[config.mk]
export PLATFORM = sky130hd
export DESIGN_NAME = mif_decoder
export DESIGN_NICKNAME = d
export VERILOG_FILES = /design/src/hw/mif_pkg.sv /design/src/hw/mif_decoder.sv /design/src/hw/mif_phase_div.sv
export SDC_FILE = /design/constraint.sdc
export NUM_CORES = 1
export LEC_CHECK = 0
export BUFFER_PORTS_ARGS = -buffer_cell sky130_fd_sc_hd__buf_4
export CAP_MARGIN = 30
export CORE_MARGIN = 2
export CORE_UTILIZATION = 30
export CTS_BUF_LIST = sky130_fd_sc_hd__clkbuf_8
export CTS_CLUSTER_DIAMETER = 150
export DETAILED_ROUTE_END_ITERATION = 10
export HOLD_SLACK_MARGIN = 0.02
export PLACE_DENSITY = 0.51
export SLEW_MARGIN = 10
export SYNTH_ARGS = -nofsm -noshare
export SYNTH_HDL_FRONTEND = slang
export SYNTH_SLANG_ARGS = --single-unit
[constraint.sdc]
create_clock -name mclk -period 2.6 [get_ports mclk]
set_clock_uncertainty 0.1 [all_clocks]
set_input_delay 0.39 -clock mclk [delete_from_list [all_inputs] [get_ports mclk]]
set_output_delay 0.39 -clock mclk [all_outputs]
set_load 0.1 [all_outputs]
[src/hw/mif_pkg.sv]
// Shared constants and types for the instruction format and timing decoder.
// Assumes one core clock in which four periods make one instruction cycle.
package mif_pkg;

  // Instruction cycle timing in oscillator periods
  localparam int OSC_PER_CYCLE = 4;
  localparam int PHASE_W = 2;

  // Instruction set size
  localparam int NUM_STD_OPS = 75;
  localparam int NUM_EXT_OPS = 8;
  localparam int EXT_OP_W = 3;

  // Major opcode nibble, word bits 15:12
  localparam logic [3:0] MAJ_BYTE_LAST = 4'h5;
  localparam logic [3:0] MAJ_BIT_SET = 4'h6;
  localparam logic [3:0] MAJ_BIT_SKC = 4'h7;
  localparam logic [3:0] MAJ_BIT_SKS = 4'h8;
  localparam logic [3:0] MAJ_BIT_CLR = 4'h9;
  localparam logic [3:0] MAJ_MOVE_FF = 4'ha;
  localparam logic [3:0] MAJ_EXT = 4'hb;
  localparam logic [3:0] MAJ_LIT = 4'hc;
  localparam logic [3:0] MAJ_BRA_REL = 4'hd;
  localparam logic [3:0] MAJ_CTL = 4'he;
  localparam logic [3:0] MAJ_WORD2 = 4'hf;

  // Minor codes
  localparam logic [5:0] BYTE_OP_SKIP = 6'h17;
  localparam logic [3:0] LIT_PTR_LOAD = 4'he;
  localparam logic [2:0] CTL_CALL_ABS = 3'h6;
  localparam logic [3:0] CTL_GOTO_ABS = 4'hf;
  localparam logic [11:0] MISC_PREFIX = 12'h000;
  localparam logic [2:0] MISC_RETURN = 3'h1;

  // Field positions
  localparam int D_POS = 9;
  localparam int A_POS = 8;
  localparam int CALL_S_POS = 8;
  localparam int RET_S_POS = 0;
  localparam int TBL_SEL_POS = 3;
  localparam int TBL_DIR_POS = 2;
  localparam int COND_POS = 11;

  // Table pointer step modes
  localparam logic [1:0] TM_NONE = 2'h0;
  localparam logic [1:0] TM_POST_INC = 2'h1;
  localparam logic [1:0] TM_POST_DEC = 2'h2;
  localparam logic [1:0] TM_PRE_INC = 2'h3;

  // Filler used as second word when a word is decoded alone
  localparam logic [15:0] WORD2_FILL = 16'hf000;

  typedef enum logic [1:0] {
    GRP_BYTE = 2'h0,
    GRP_BIT = 2'h1,
    GRP_LIT = 2'h2,
    GRP_CTL = 2'h3
  } mif_group_e;

  typedef enum logic [2:0] {
    SQ_FLUSH = 3'h0,
    SQ_EXEC = 3'h1,
    SQ_FIRST = 3'h2,
    SQ_WORD2 = 3'h3,
    SQ_SKIP = 3'h4,
    SQ_SKIP2 = 3'h5
  } mif_seq_e;

  typedef struct packed {
    mif_group_e grp;
    logic dw;
    logic pc_change;
    logic cond_branch;
    logic [2:0] cond_sel;
    logic skip;
    logic nop;
    logic dest_file;
    logic dest_accum;
    logic bank_sel;
    logic [7:0] file_addr;
    logic [7:0] bit_mask;
    logic [1:0] ptr_sel;
    logic [11:0] addr_src;
    logic [11:0] addr_dst;
    logic [11:0] literal;
    logic [19:0] prog_addr;
    logic rel;
    logic fast_save;
    logic fast_restore;
    logic tbl_read;
    logic tbl_write;
    logic tbl_pre;
    logic tbl_post;
    logic tbl_down;
    logic ext_valid;
    logic [EXT_OP_W-1:0] ext_op;
  } mif_dec_s;

endpackage : mif_pkg

[src/hw/mif_decoder.sv]
// Instruction word decoder and cycle sequencer of the 8-bit core.
// Assumes prog_word holds the fetched word whenever cycle_end pulses and
// cond_true is the test result of the executing instruction, both on mclk.
// Behaviour
// - Decode the 75 standard instructions and 8 extended ones when enabled.
// - A single instruction word is 16 bits: opcode plus operand fields.
// - Sort instructions into byte, bit, literal and control groups.
// - Exactly four instructions span two words, 32 bits in all.
// - Second words start with four ones and run alone as no-operation.
// - Byte destination bit 0 selects accumulator, 1 selects file register.
// - Bit field picks which bit of the file register is affected.
// - Literal instructions give a constant and optional pointer choice.
// - Control instructions give address, call/return mode and table mode.
// - Single word takes one cycle, two when taken or changing flow, three when skipping a double word.
// - Every double-word instruction takes two instruction cycles.
// - One instruction cycle lasts four oscillator periods.
// - Access bit 0 uses access bank; 1 uses the ram bank selector.
// - File operand is 8-bit address or 2-bit pointer designator.
// - Fast bit 1 saves or restores shadow registers; 0 leaves them.
// - Table mode: no change, post-increment, post-decrement, pre-increment.
`timescale 1ns/1ps
`default_nettype none
module mif_decoder (
  input wire logic mclk,
  input wire logic resetn,
  input wire logic [15:0] prog_word,
  input wire logic cond_true,
  input wire logic ext_set_enable,
  output logic cycle_end,
  output logic [mif_pkg::PHASE_W-1:0] osc_phase,
  output logic exec_active,
  output logic redirect,
  output logic [1:0] ins_group,
  output logic [15:0] ins_word,
  output logic ins_double,
  output logic ins_nop,
  output logic ins_skip,
  output logic ins_cond_branch,
  output logic [2:0] cond_sel,
  output logic to_working_accumulator,
  output logic to_file_register,
  output logic use_ram_bank_selector,
  output logic [7:0] file_addr,
  output logic [7:0] bit_mask,
  output logic [1:0] indirect_pointer_sel,
  output logic [11:0] addr_src,
  output logic [11:0] addr_dst,
  output logic [11:0] literal_value,
  output logic [19:0] prog_addr,
  output logic prog_addr_rel,
  output logic shadow_save,
  output logic shadow_restore,
  output logic tbl_read,
  output logic tbl_write,
  output logic tbl_pre_inc,
  output logic tbl_post_step,
  output logic tbl_step_down,
  output logic ext_valid,
  output logic [mif_pkg::EXT_OP_W-1:0] ext_op
);

  typedef struct packed {
    mif_pkg::mif_seq_e st;
    logic [15:0] hold;
    logic exec;
    mif_pkg::mif_dec_s dec;
  } mif_core_s;

  mif_core_s s_q;
  mif_core_s s_d;
  mif_pkg::mif_seq_e nxt;
  logic cyc_en;
  logic taken;
  logic skipping;

  // True for the first word of one of the four double-word instructions
  function automatic logic is_dw(input logic [15:0] w);
    logic [3:0] maj;
    maj = w[15:12];
    is_dw = (maj == mif_pkg::MAJ_MOVE_FF) ||
            ((maj == mif_pkg::MAJ_LIT) && (w[11:8] == mif_pkg::LIT_PTR_LOAD)) ||
            ((maj == mif_pkg::MAJ_CTL) && (w[11:9] == mif_pkg::CTL_CALL_ABS)) ||
            ((maj == mif_pkg::MAJ_CTL) && (w[11:8] == mif_pkg::CTL_GOTO_ABS));
  endfunction : is_dw

  // Split one word, or a word pair, into its operand fields
  function automatic mif_pkg::mif_dec_s decode_word(input logic [15:0] w,
                                                    input logic [15:0] w2,
                                                    input logic ext_en);
    mif_pkg::mif_dec_s d;
    logic [3:0] maj;
    d = '0;
    maj = w[15:12];
    d.dw = is_dw(w);
    case (maj)
      mif_pkg::MAJ_BIT_SET, mif_pkg::MAJ_BIT_SKC, mif_pkg::MAJ_BIT_SKS,
      mif_pkg::MAJ_BIT_CLR: begin
        d.grp = mif_pkg::GRP_BIT;
        d.bank_sel = w[mif_pkg::A_POS];
        d.file_addr = w[7:0];
        d.bit_mask = 8'h01 << w[11:9];
        d.skip = (maj == mif_pkg::MAJ_BIT_SKC) || (maj == mif_pkg::MAJ_BIT_SKS);
      end
      mif_pkg::MAJ_MOVE_FF: begin
        d.grp = mif_pkg::GRP_BYTE;
        d.addr_src = w[11:0];
        d.addr_dst = w2[11:0];
      end
      mif_pkg::MAJ_EXT: begin
        d.grp = mif_pkg::GRP_LIT;
        d.ext_valid = ext_en;
        d.ext_op = w[11:9];
        d.literal = {4'h0, w[7:0]};
        d.nop = !ext_en;
      end
      mif_pkg::MAJ_LIT: begin
        d.grp = mif_pkg::GRP_LIT;
        d.literal = {4'h0, w[7:0]};
        if (w[11:8] == mif_pkg::LIT_PTR_LOAD) begin
          d.ptr_sel = w[5:4];
          d.literal = {w[3:0], w2[7:0]};
        end
      end
      mif_pkg::MAJ_BRA_REL: begin
        d.grp = mif_pkg::GRP_CTL;
        d.pc_change = 1'b1;
        d.rel = 1'b1;
        d.prog_addr = {{9{w[10]}}, w[10:0]};
      end
      mif_pkg::MAJ_CTL: begin
        d.grp = mif_pkg::GRP_CTL;
        if (!w[mif_pkg::COND_POS]) begin
          d.cond_branch = 1'b1;
          d.cond_sel = w[10:8];
          d.rel = 1'b1;
          d.prog_addr = {{12{w[7]}}, w[7:0]};
        end else if (w[11:9] == mif_pkg::CTL_CALL_ABS) begin
          d.pc_change = 1'b1;
          d.fast_save = w[mif_pkg::CALL_S_POS];
          d.prog_addr = {w2[11:0], w[7:0]};
        end else if (w[11:8] == mif_pkg::CTL_GOTO_ABS) begin
          d.pc_change = 1'b1;
          d.prog_addr = {w2[11:0], w[7:0]};
        end else begin
          d.nop = 1'b1;
        end
      end
      mif_pkg::MAJ_WORD2: begin
        d.grp = mif_pkg::GRP_CTL;
        d.nop = 1'b1;
      end
      default: begin
        if (w[15:4] == mif_pkg::MISC_PREFIX) begin
          d.grp = mif_pkg::GRP_CTL;
          if (w[mif_pkg::TBL_SEL_POS]) begin
            d.tbl_read = !w[mif_pkg::TBL_DIR_POS];
            d.tbl_write = w[mif_pkg::TBL_DIR_POS];
            case (w[1:0])
              mif_pkg::TM_POST_INC: d.tbl_post = 1'b1;
              mif_pkg::TM_POST_DEC: begin
                d.tbl_post = 1'b1;
                d.tbl_down = 1'b1;
              end
              mif_pkg::TM_PRE_INC: d.tbl_pre = 1'b1;
              default: d.tbl_pre = 1'b0;
            endcase
          end else if (w[3:1] == mif_pkg::MISC_RETURN) begin
            d.pc_change = 1'b1;
            d.fast_restore = w[mif_pkg::RET_S_POS];
          end else begin
            d.nop = 1'b1;
          end
        end else begin
          d.grp = mif_pkg::GRP_BYTE;
          d.dest_file = w[mif_pkg::D_POS];
          d.dest_accum = !w[mif_pkg::D_POS];
          d.bank_sel = w[mif_pkg::A_POS];
          d.file_addr = w[7:0];
          d.skip = (w[15:10] == mif_pkg::BYTE_OP_SKIP);
        end
      end
    endcase
    decode_word = d;
  endfunction : decode_word

  mif_phase_div #(
    .PERIODS(mif_pkg::OSC_PER_CYCLE)
  ) u_phase (
    .mclk(mclk),
    .resetn(resetn),
    .phase(osc_phase),
    .cyc_en(cyc_en)
  );

  // Flow change or true test of the single-word instruction now executing
  assign taken = (s_q.st == mif_pkg::SQ_EXEC) &&
                 (s_q.dec.pc_change || (s_q.dec.cond_branch && cond_true));
  assign skipping = (s_q.st == mif_pkg::SQ_EXEC) && s_q.dec.skip && cond_true;

  // Classify the incoming word and latch its fields at each cycle end
  always_comb begin
    s_d = s_q;
    nxt = is_dw(prog_word) ? mif_pkg::SQ_FIRST : mif_pkg::SQ_EXEC;
    case (s_q.st)
      mif_pkg::SQ_FIRST: nxt = mif_pkg::SQ_WORD2;
      mif_pkg::SQ_EXEC: begin
        if (taken) begin
          nxt = mif_pkg::SQ_FLUSH;
        end else if (skipping) begin
          nxt = mif_pkg::SQ_SKIP;
        end
      end
      mif_pkg::SQ_SKIP: begin
        if (is_dw(s_q.hold)) begin
          nxt = mif_pkg::SQ_SKIP2;
        end
      end
      default: begin
      end
    endcase
    if (cyc_en) begin
      s_d.st = nxt;
      s_d.hold = prog_word;
      s_d.exec = (nxt == mif_pkg::SQ_EXEC) || (nxt == mif_pkg::SQ_WORD2);
      case (nxt)
        mif_pkg::SQ_EXEC, mif_pkg::SQ_FIRST: begin
          s_d.dec = decode_word(prog_word, mif_pkg::WORD2_FILL, ext_set_enable);
        end
        mif_pkg::SQ_WORD2: begin
          s_d.dec = decode_word(s_q.hold, prog_word, ext_set_enable);
        end
        default: begin
          s_d.dec = '0;
          s_d.dec.nop = 1'b1;
        end
      endcase
    end
  end

  always_ff @(posedge mclk) begin
    if (!resetn) begin
      s_q <= '0;
    end else begin
      s_q <= s_d;
    end
  end

  // Sequencer status and decoded fields
  assign cycle_end = cyc_en;
  assign redirect = cyc_en && taken;
  assign exec_active = s_q.exec;
  assign ins_word = s_q.hold;
  assign ins_group = s_q.dec.grp;
  assign ins_double = s_q.dec.dw;
  assign ins_nop = s_q.dec.nop;
  assign ins_skip = s_q.dec.skip;
  assign ins_cond_branch = s_q.dec.cond_branch;
  assign cond_sel = s_q.dec.cond_sel;
  assign to_working_accumulator = s_q.dec.dest_accum;
  assign to_file_register = s_q.dec.dest_file;
  assign use_ram_bank_selector = s_q.dec.bank_sel;
  assign file_addr = s_q.dec.file_addr;
  assign bit_mask = s_q.dec.bit_mask;
  assign indirect_pointer_sel = s_q.dec.ptr_sel;
  assign addr_src = s_q.dec.addr_src;
  assign addr_dst = s_q.dec.addr_dst;
  assign literal_value = s_q.dec.literal;
  assign prog_addr = s_q.dec.prog_addr;
  assign prog_addr_rel = s_q.dec.rel;
  assign shadow_save = s_q.dec.fast_save;
  assign shadow_restore = s_q.dec.fast_restore;
  assign tbl_read = s_q.dec.tbl_read;
  assign tbl_write = s_q.dec.tbl_write;
  assign tbl_pre_inc = s_q.dec.tbl_pre;
  assign tbl_post_step = s_q.dec.tbl_post;
  assign tbl_step_down = s_q.dec.tbl_down;
  assign ext_valid = s_q.dec.ext_valid;
  assign ext_op = s_q.dec.ext_op;
endmodule : mif_decoder
`default_nettype wire

[src/hw/mif_phase_div.sv]
// Quarter-phase divider making one instruction cycle from four core clocks.
// Assumes mclk is the oscillator clock and resetn is synchronous, active low.
`timescale 1ns/1ps
`default_nettype none
module mif_phase_div #(
  parameter int PERIODS = mif_pkg::OSC_PER_CYCLE
) (
  input wire logic mclk,
  input wire logic resetn,
  output logic [mif_pkg::PHASE_W-1:0] phase,
  output logic cyc_en
);

  typedef struct packed {
    logic [mif_pkg::PHASE_W-1:0] cnt;
  } mif_div_s;

  localparam logic [mif_pkg::PHASE_W-1:0] LAST = mif_pkg::PHASE_W'(PERIODS - 1);

  mif_div_s s_q;
  mif_div_s s_d;

  // Wrap the phase counter once per instruction cycle
  always_comb begin
    s_d = s_q;
    if (s_q.cnt == LAST) begin
      s_d.cnt = '0;
    end else begin
      s_d.cnt = s_q.cnt + 1'b1;
    end
  end

  always_ff @(posedge mclk) begin
    if (!resetn) begin
      s_q <= '0;
    end else begin
      s_q <= s_d;
    end
  end

  // Enable pulse in the last quarter of each cycle
  assign cyc_en = (s_q.cnt == LAST);
  assign phase = s_q.cnt;
endmodule : mif_phase_div
`default_nettype wire

==> results.yml <==
run_status:
  status: "finished, final reports clean"
routing:
  ant_nets: 0
  viasPerCell: 5.312
  drc_errors: 0
  wl_per_cell_um: 20.55
  vias: 6273
  drt-initial-drc-count: 652
  drt_first_pass_iters: 5
  wirelength_um: 24270
logic_synthesis:
  synth.cell_area_um2: 6758
  synthArstFlopShare_pct: 0
  synth_edf_count: 0
  synthFlopType: "dfxtp_1"
  yosysSeqAreaShare_pct: 35.85
  syn_area_per_cell_um2: 7.922
  ys_types: 61
  synth_nets: 878
  yosys_warnings: 0
  postSynthCellCount: 853
  synth.ff_latch_count: 121
die:
  initial_core_util_pct: 30.77
  rows: 54
  floorplan.core_area_um2: 21960
  die_x_um: 154.1
  die_area_um2: 23740
  io_pins: 139
  fp.dieH_um: 154.1
critical_path:
  worst_setup_path_start_kind: "flip-flop"
  critPathKind: "flip-flop to flip-flop"
  worstRegToRegCells: 7
  critPathMaxFanout: 11
  r2r-end: "prog_addr_rel$_SDFFE_PN0P_"
  cpPeakStageDelay_ps: 520
  cp-end-kind: "flip-flop"
  r2r_slack_ps: 190
  cp_slowest_cell: "a21oi_2"
  path_cells: "or2b_2, nor3_2, a31o_4, a21oi_2, buf_4, o21ai_0, a41oi_1"
  crit_arrival_ps: 2670
  crit-reg2reg-launch: "ins_word[12]$_SDFFE_PN0P_"
  crit_required_ps: 2860
clocking:
  cts.clk_slew.worst_paths_ps: 80
  cts_tree: "yes"
  htreeDepth: 4
  numCtsBuffers: 17
  clockBufferDepth: 2
  root_buffer: "clkbuf_8"
  cts.sinks: 121
  insertion_delay_ps: 450
global_routing:
  grt_overflow: 0
  grt_max_degree: 87
  antenna_found_initial: 0
  grt_pass1_wl_um: 36050
  grt_pass1_vias: 5715
  grt.total_usage_pct: 19.98
power_and_ir_drop:
  switching_share_pct: 38.90
  internal_power_w: 0.003242
  p_clk_share_pct: 34.5
  cellLeakagePower_nw: 3.096
  seqPwrFrac_pct: 38.4
  combPwrFrac_pct: 27.1
  net-switching-power_w: 0.002064
  ir_drop_mv: 0.2267
  powerDensity_nw_per_um2: 669.0
placed_design:
  post-place-cells: 1149
  dpl_cell_area_um2: 7507
  io_buffers: 138
  hpwl_um: 17280
  place_congestion: 0.9001
  pre_cts_ws_ps: 181.1
sta:
  setup_viol: 0
  post-route-period-util_pct: 92.51
  max_freq_ghz: 0.4158
  finalSetupTns_ps: 0
  final-max-slew-violation-count: 0
  fin_ws_ps: 194.7
  worst_pin_slew_ps: 765.3
  hold_viol: 0
  rsz0062_at_grt: "no"
  relSlewSlack_pct: 48.87
  post-route-min-period_ps: 2405
layout:
  post-route-util_pct: 36.11
  syn2layout_area_growth_pct: 17.35
  drive_gt1_share_pct: 26.30
  fin_nets: 913
  stdcell_area_um2: 7930
  final_common_cell: "buf_4"
  n_fill_cell: 2313
  diodes: 0
  stdcell_count: 1181
  final_cell_mix: "buf_4, o21ai_0, dfxtp_1, a21oi_1, nand2_1"
hold_path:
  min_to: "addr_dst[9]$_SDFFE_PN0P_"
  hold_class: "primary input to flip-flop"
  hp-start: "prog_word[9]"
  hold_depth: 2
flow_run:
  max_cap_violations: 0
==> power groups by stage <==
stage                     clock network (W)  logic [W]  registers [W]
after floorplan                           0    0.00106        0.00220
after global placement                    0    0.00144        0.00208
after detailed placement                  0    0.00144        0.00208
after CTS                           0.00187    0.00144        0.00204
after global routing                0.00196    0.00150        0.00205
final                               0.00183    0.00144        0.00204
==> cells in the mapped netlist (16+ instances only) <==
cell | number | share of area, %
nand3_1 | 22 | 1.6
clkbuf_1 | 52 | 2.9
a21oi_1 | 73 | 5.4
dfxtp_1 | 121 | 36
nor2b_1 | 28 | 2.6
mux2i_1 | 16 | 2.4
a31oi_1 | 20 | 1.9
nand2_1 | 56 | 3.1
o21ai_0 | 136 | 10
buf_4 | 100 | 11
a22oi_1 | 22 | 2.4
nor2_1 | 52 | 2.9
==> worst max-delay path: cells and delay by family, from the launching register on <==
family / cells / cell delay (ps)
AOI/OAI and AO/OA: 4 / 1170
buffers and inverters: 1 / 250
DFF: 1 / 490
and+or+nand+nor: 2 / 320
==> registers in the layout, indices dropped and copies added (netlist names), 4 cells and up <==
signal and cells:
prog_addr 20, ins_word 16, addr_dst 12, addr_src 12, literal_value 12, bit_mask 8, file_addr 8, s_q 4
==> worst max-delay path by stage <==
stage / from / endpoint / slack (ps) / cells past startpoint
final: ins_word[12]$_SDFFE_PN0P_ / prog_addr_rel$_SDFFE_PN0P_ / 190 / 7
after global routing: ins_word[12]$_SDFFE_PN0P_ / to_working_accumulator$_SDFFE_PN0P_ / 80 / 7
after CTS: ins_word[12]$_SDFFE_PN0P_ / prog_addr[12]$_SDFFE_PN0P_ / 150 / 6
after detailed placement: ins_word[12]$_SDFFE_PN0P_ / prog_addr[12]$_SDFFE_PN0P_ / 180 / 6
after global placement: cond_true / prog_addr[13]$_SDFFE_PN0P_ / 250 / 6
after floorplan: u_phase.phase[0]$_SDFF_PP0_ / redirect / 40 / 5
==> cells by family (layout without fill, tap and decap cells) <==
group	Yosys count	in the layout	share of synthesized area [%]
muxes	16	16	2.370
AOI/OAI and AO/OA	306	306	27.59
DFF	121	121	35.85
buffers and inverters	177	225	15.65
and+or+nand+nor	228	228	17.63
adders and majority gates	5	5	0.9258
==> final cells by class <==
type | count | area [µm²] | area share, %
Multi-Input combinational cell | 555 | 3297 | 41.57
Timing Repair Buffer | 182 | 1391 | 17.54
Clock buffer | 18 | 247.7 | 3.124
Sequential cell | 121 | 2430 | 30.64
Inverter | 11 | 41.29 | 0.5207
Tap cell | 280 | 350.3 | 4.418
Clock inverter | 14 | 172.7 | 2.177
==> metal layers <==
layer | share of wire (%) | vias to the layer above | GRT usage (%)
met2 | 45 | 271 | 30.90
li1 | - | 3020 | -
met4 | 1.8 | 0 | 6.097
met5 | 0 | - | 0
met1 | 46 | 2952 | 28.15
met3 | 7.3 | 30 | 3.777
==> timing repair <==
| item | in CTS | in global routing |
|---|---|---|
| setup endpoints to repair | 0 | 7 |
| setup buffers | 0 | 0 |
| resized for setup | 0 | 1 |
| hold buffers | 0 | 0 |
| endpoints found under the hold margin | 0 | 0 |
==> per-stage QoR <==
step	power [W]	hold WS [ps]
floorplan	0.003260	327.6
global placement	0.003520	326.1
detailed placement	0.003520	331.2
CTS	0.005347	140.7
global route	0.005511	132.2
finish	0.005305	175.3
No activity file was read; power rests on OpenSTA's default activity.
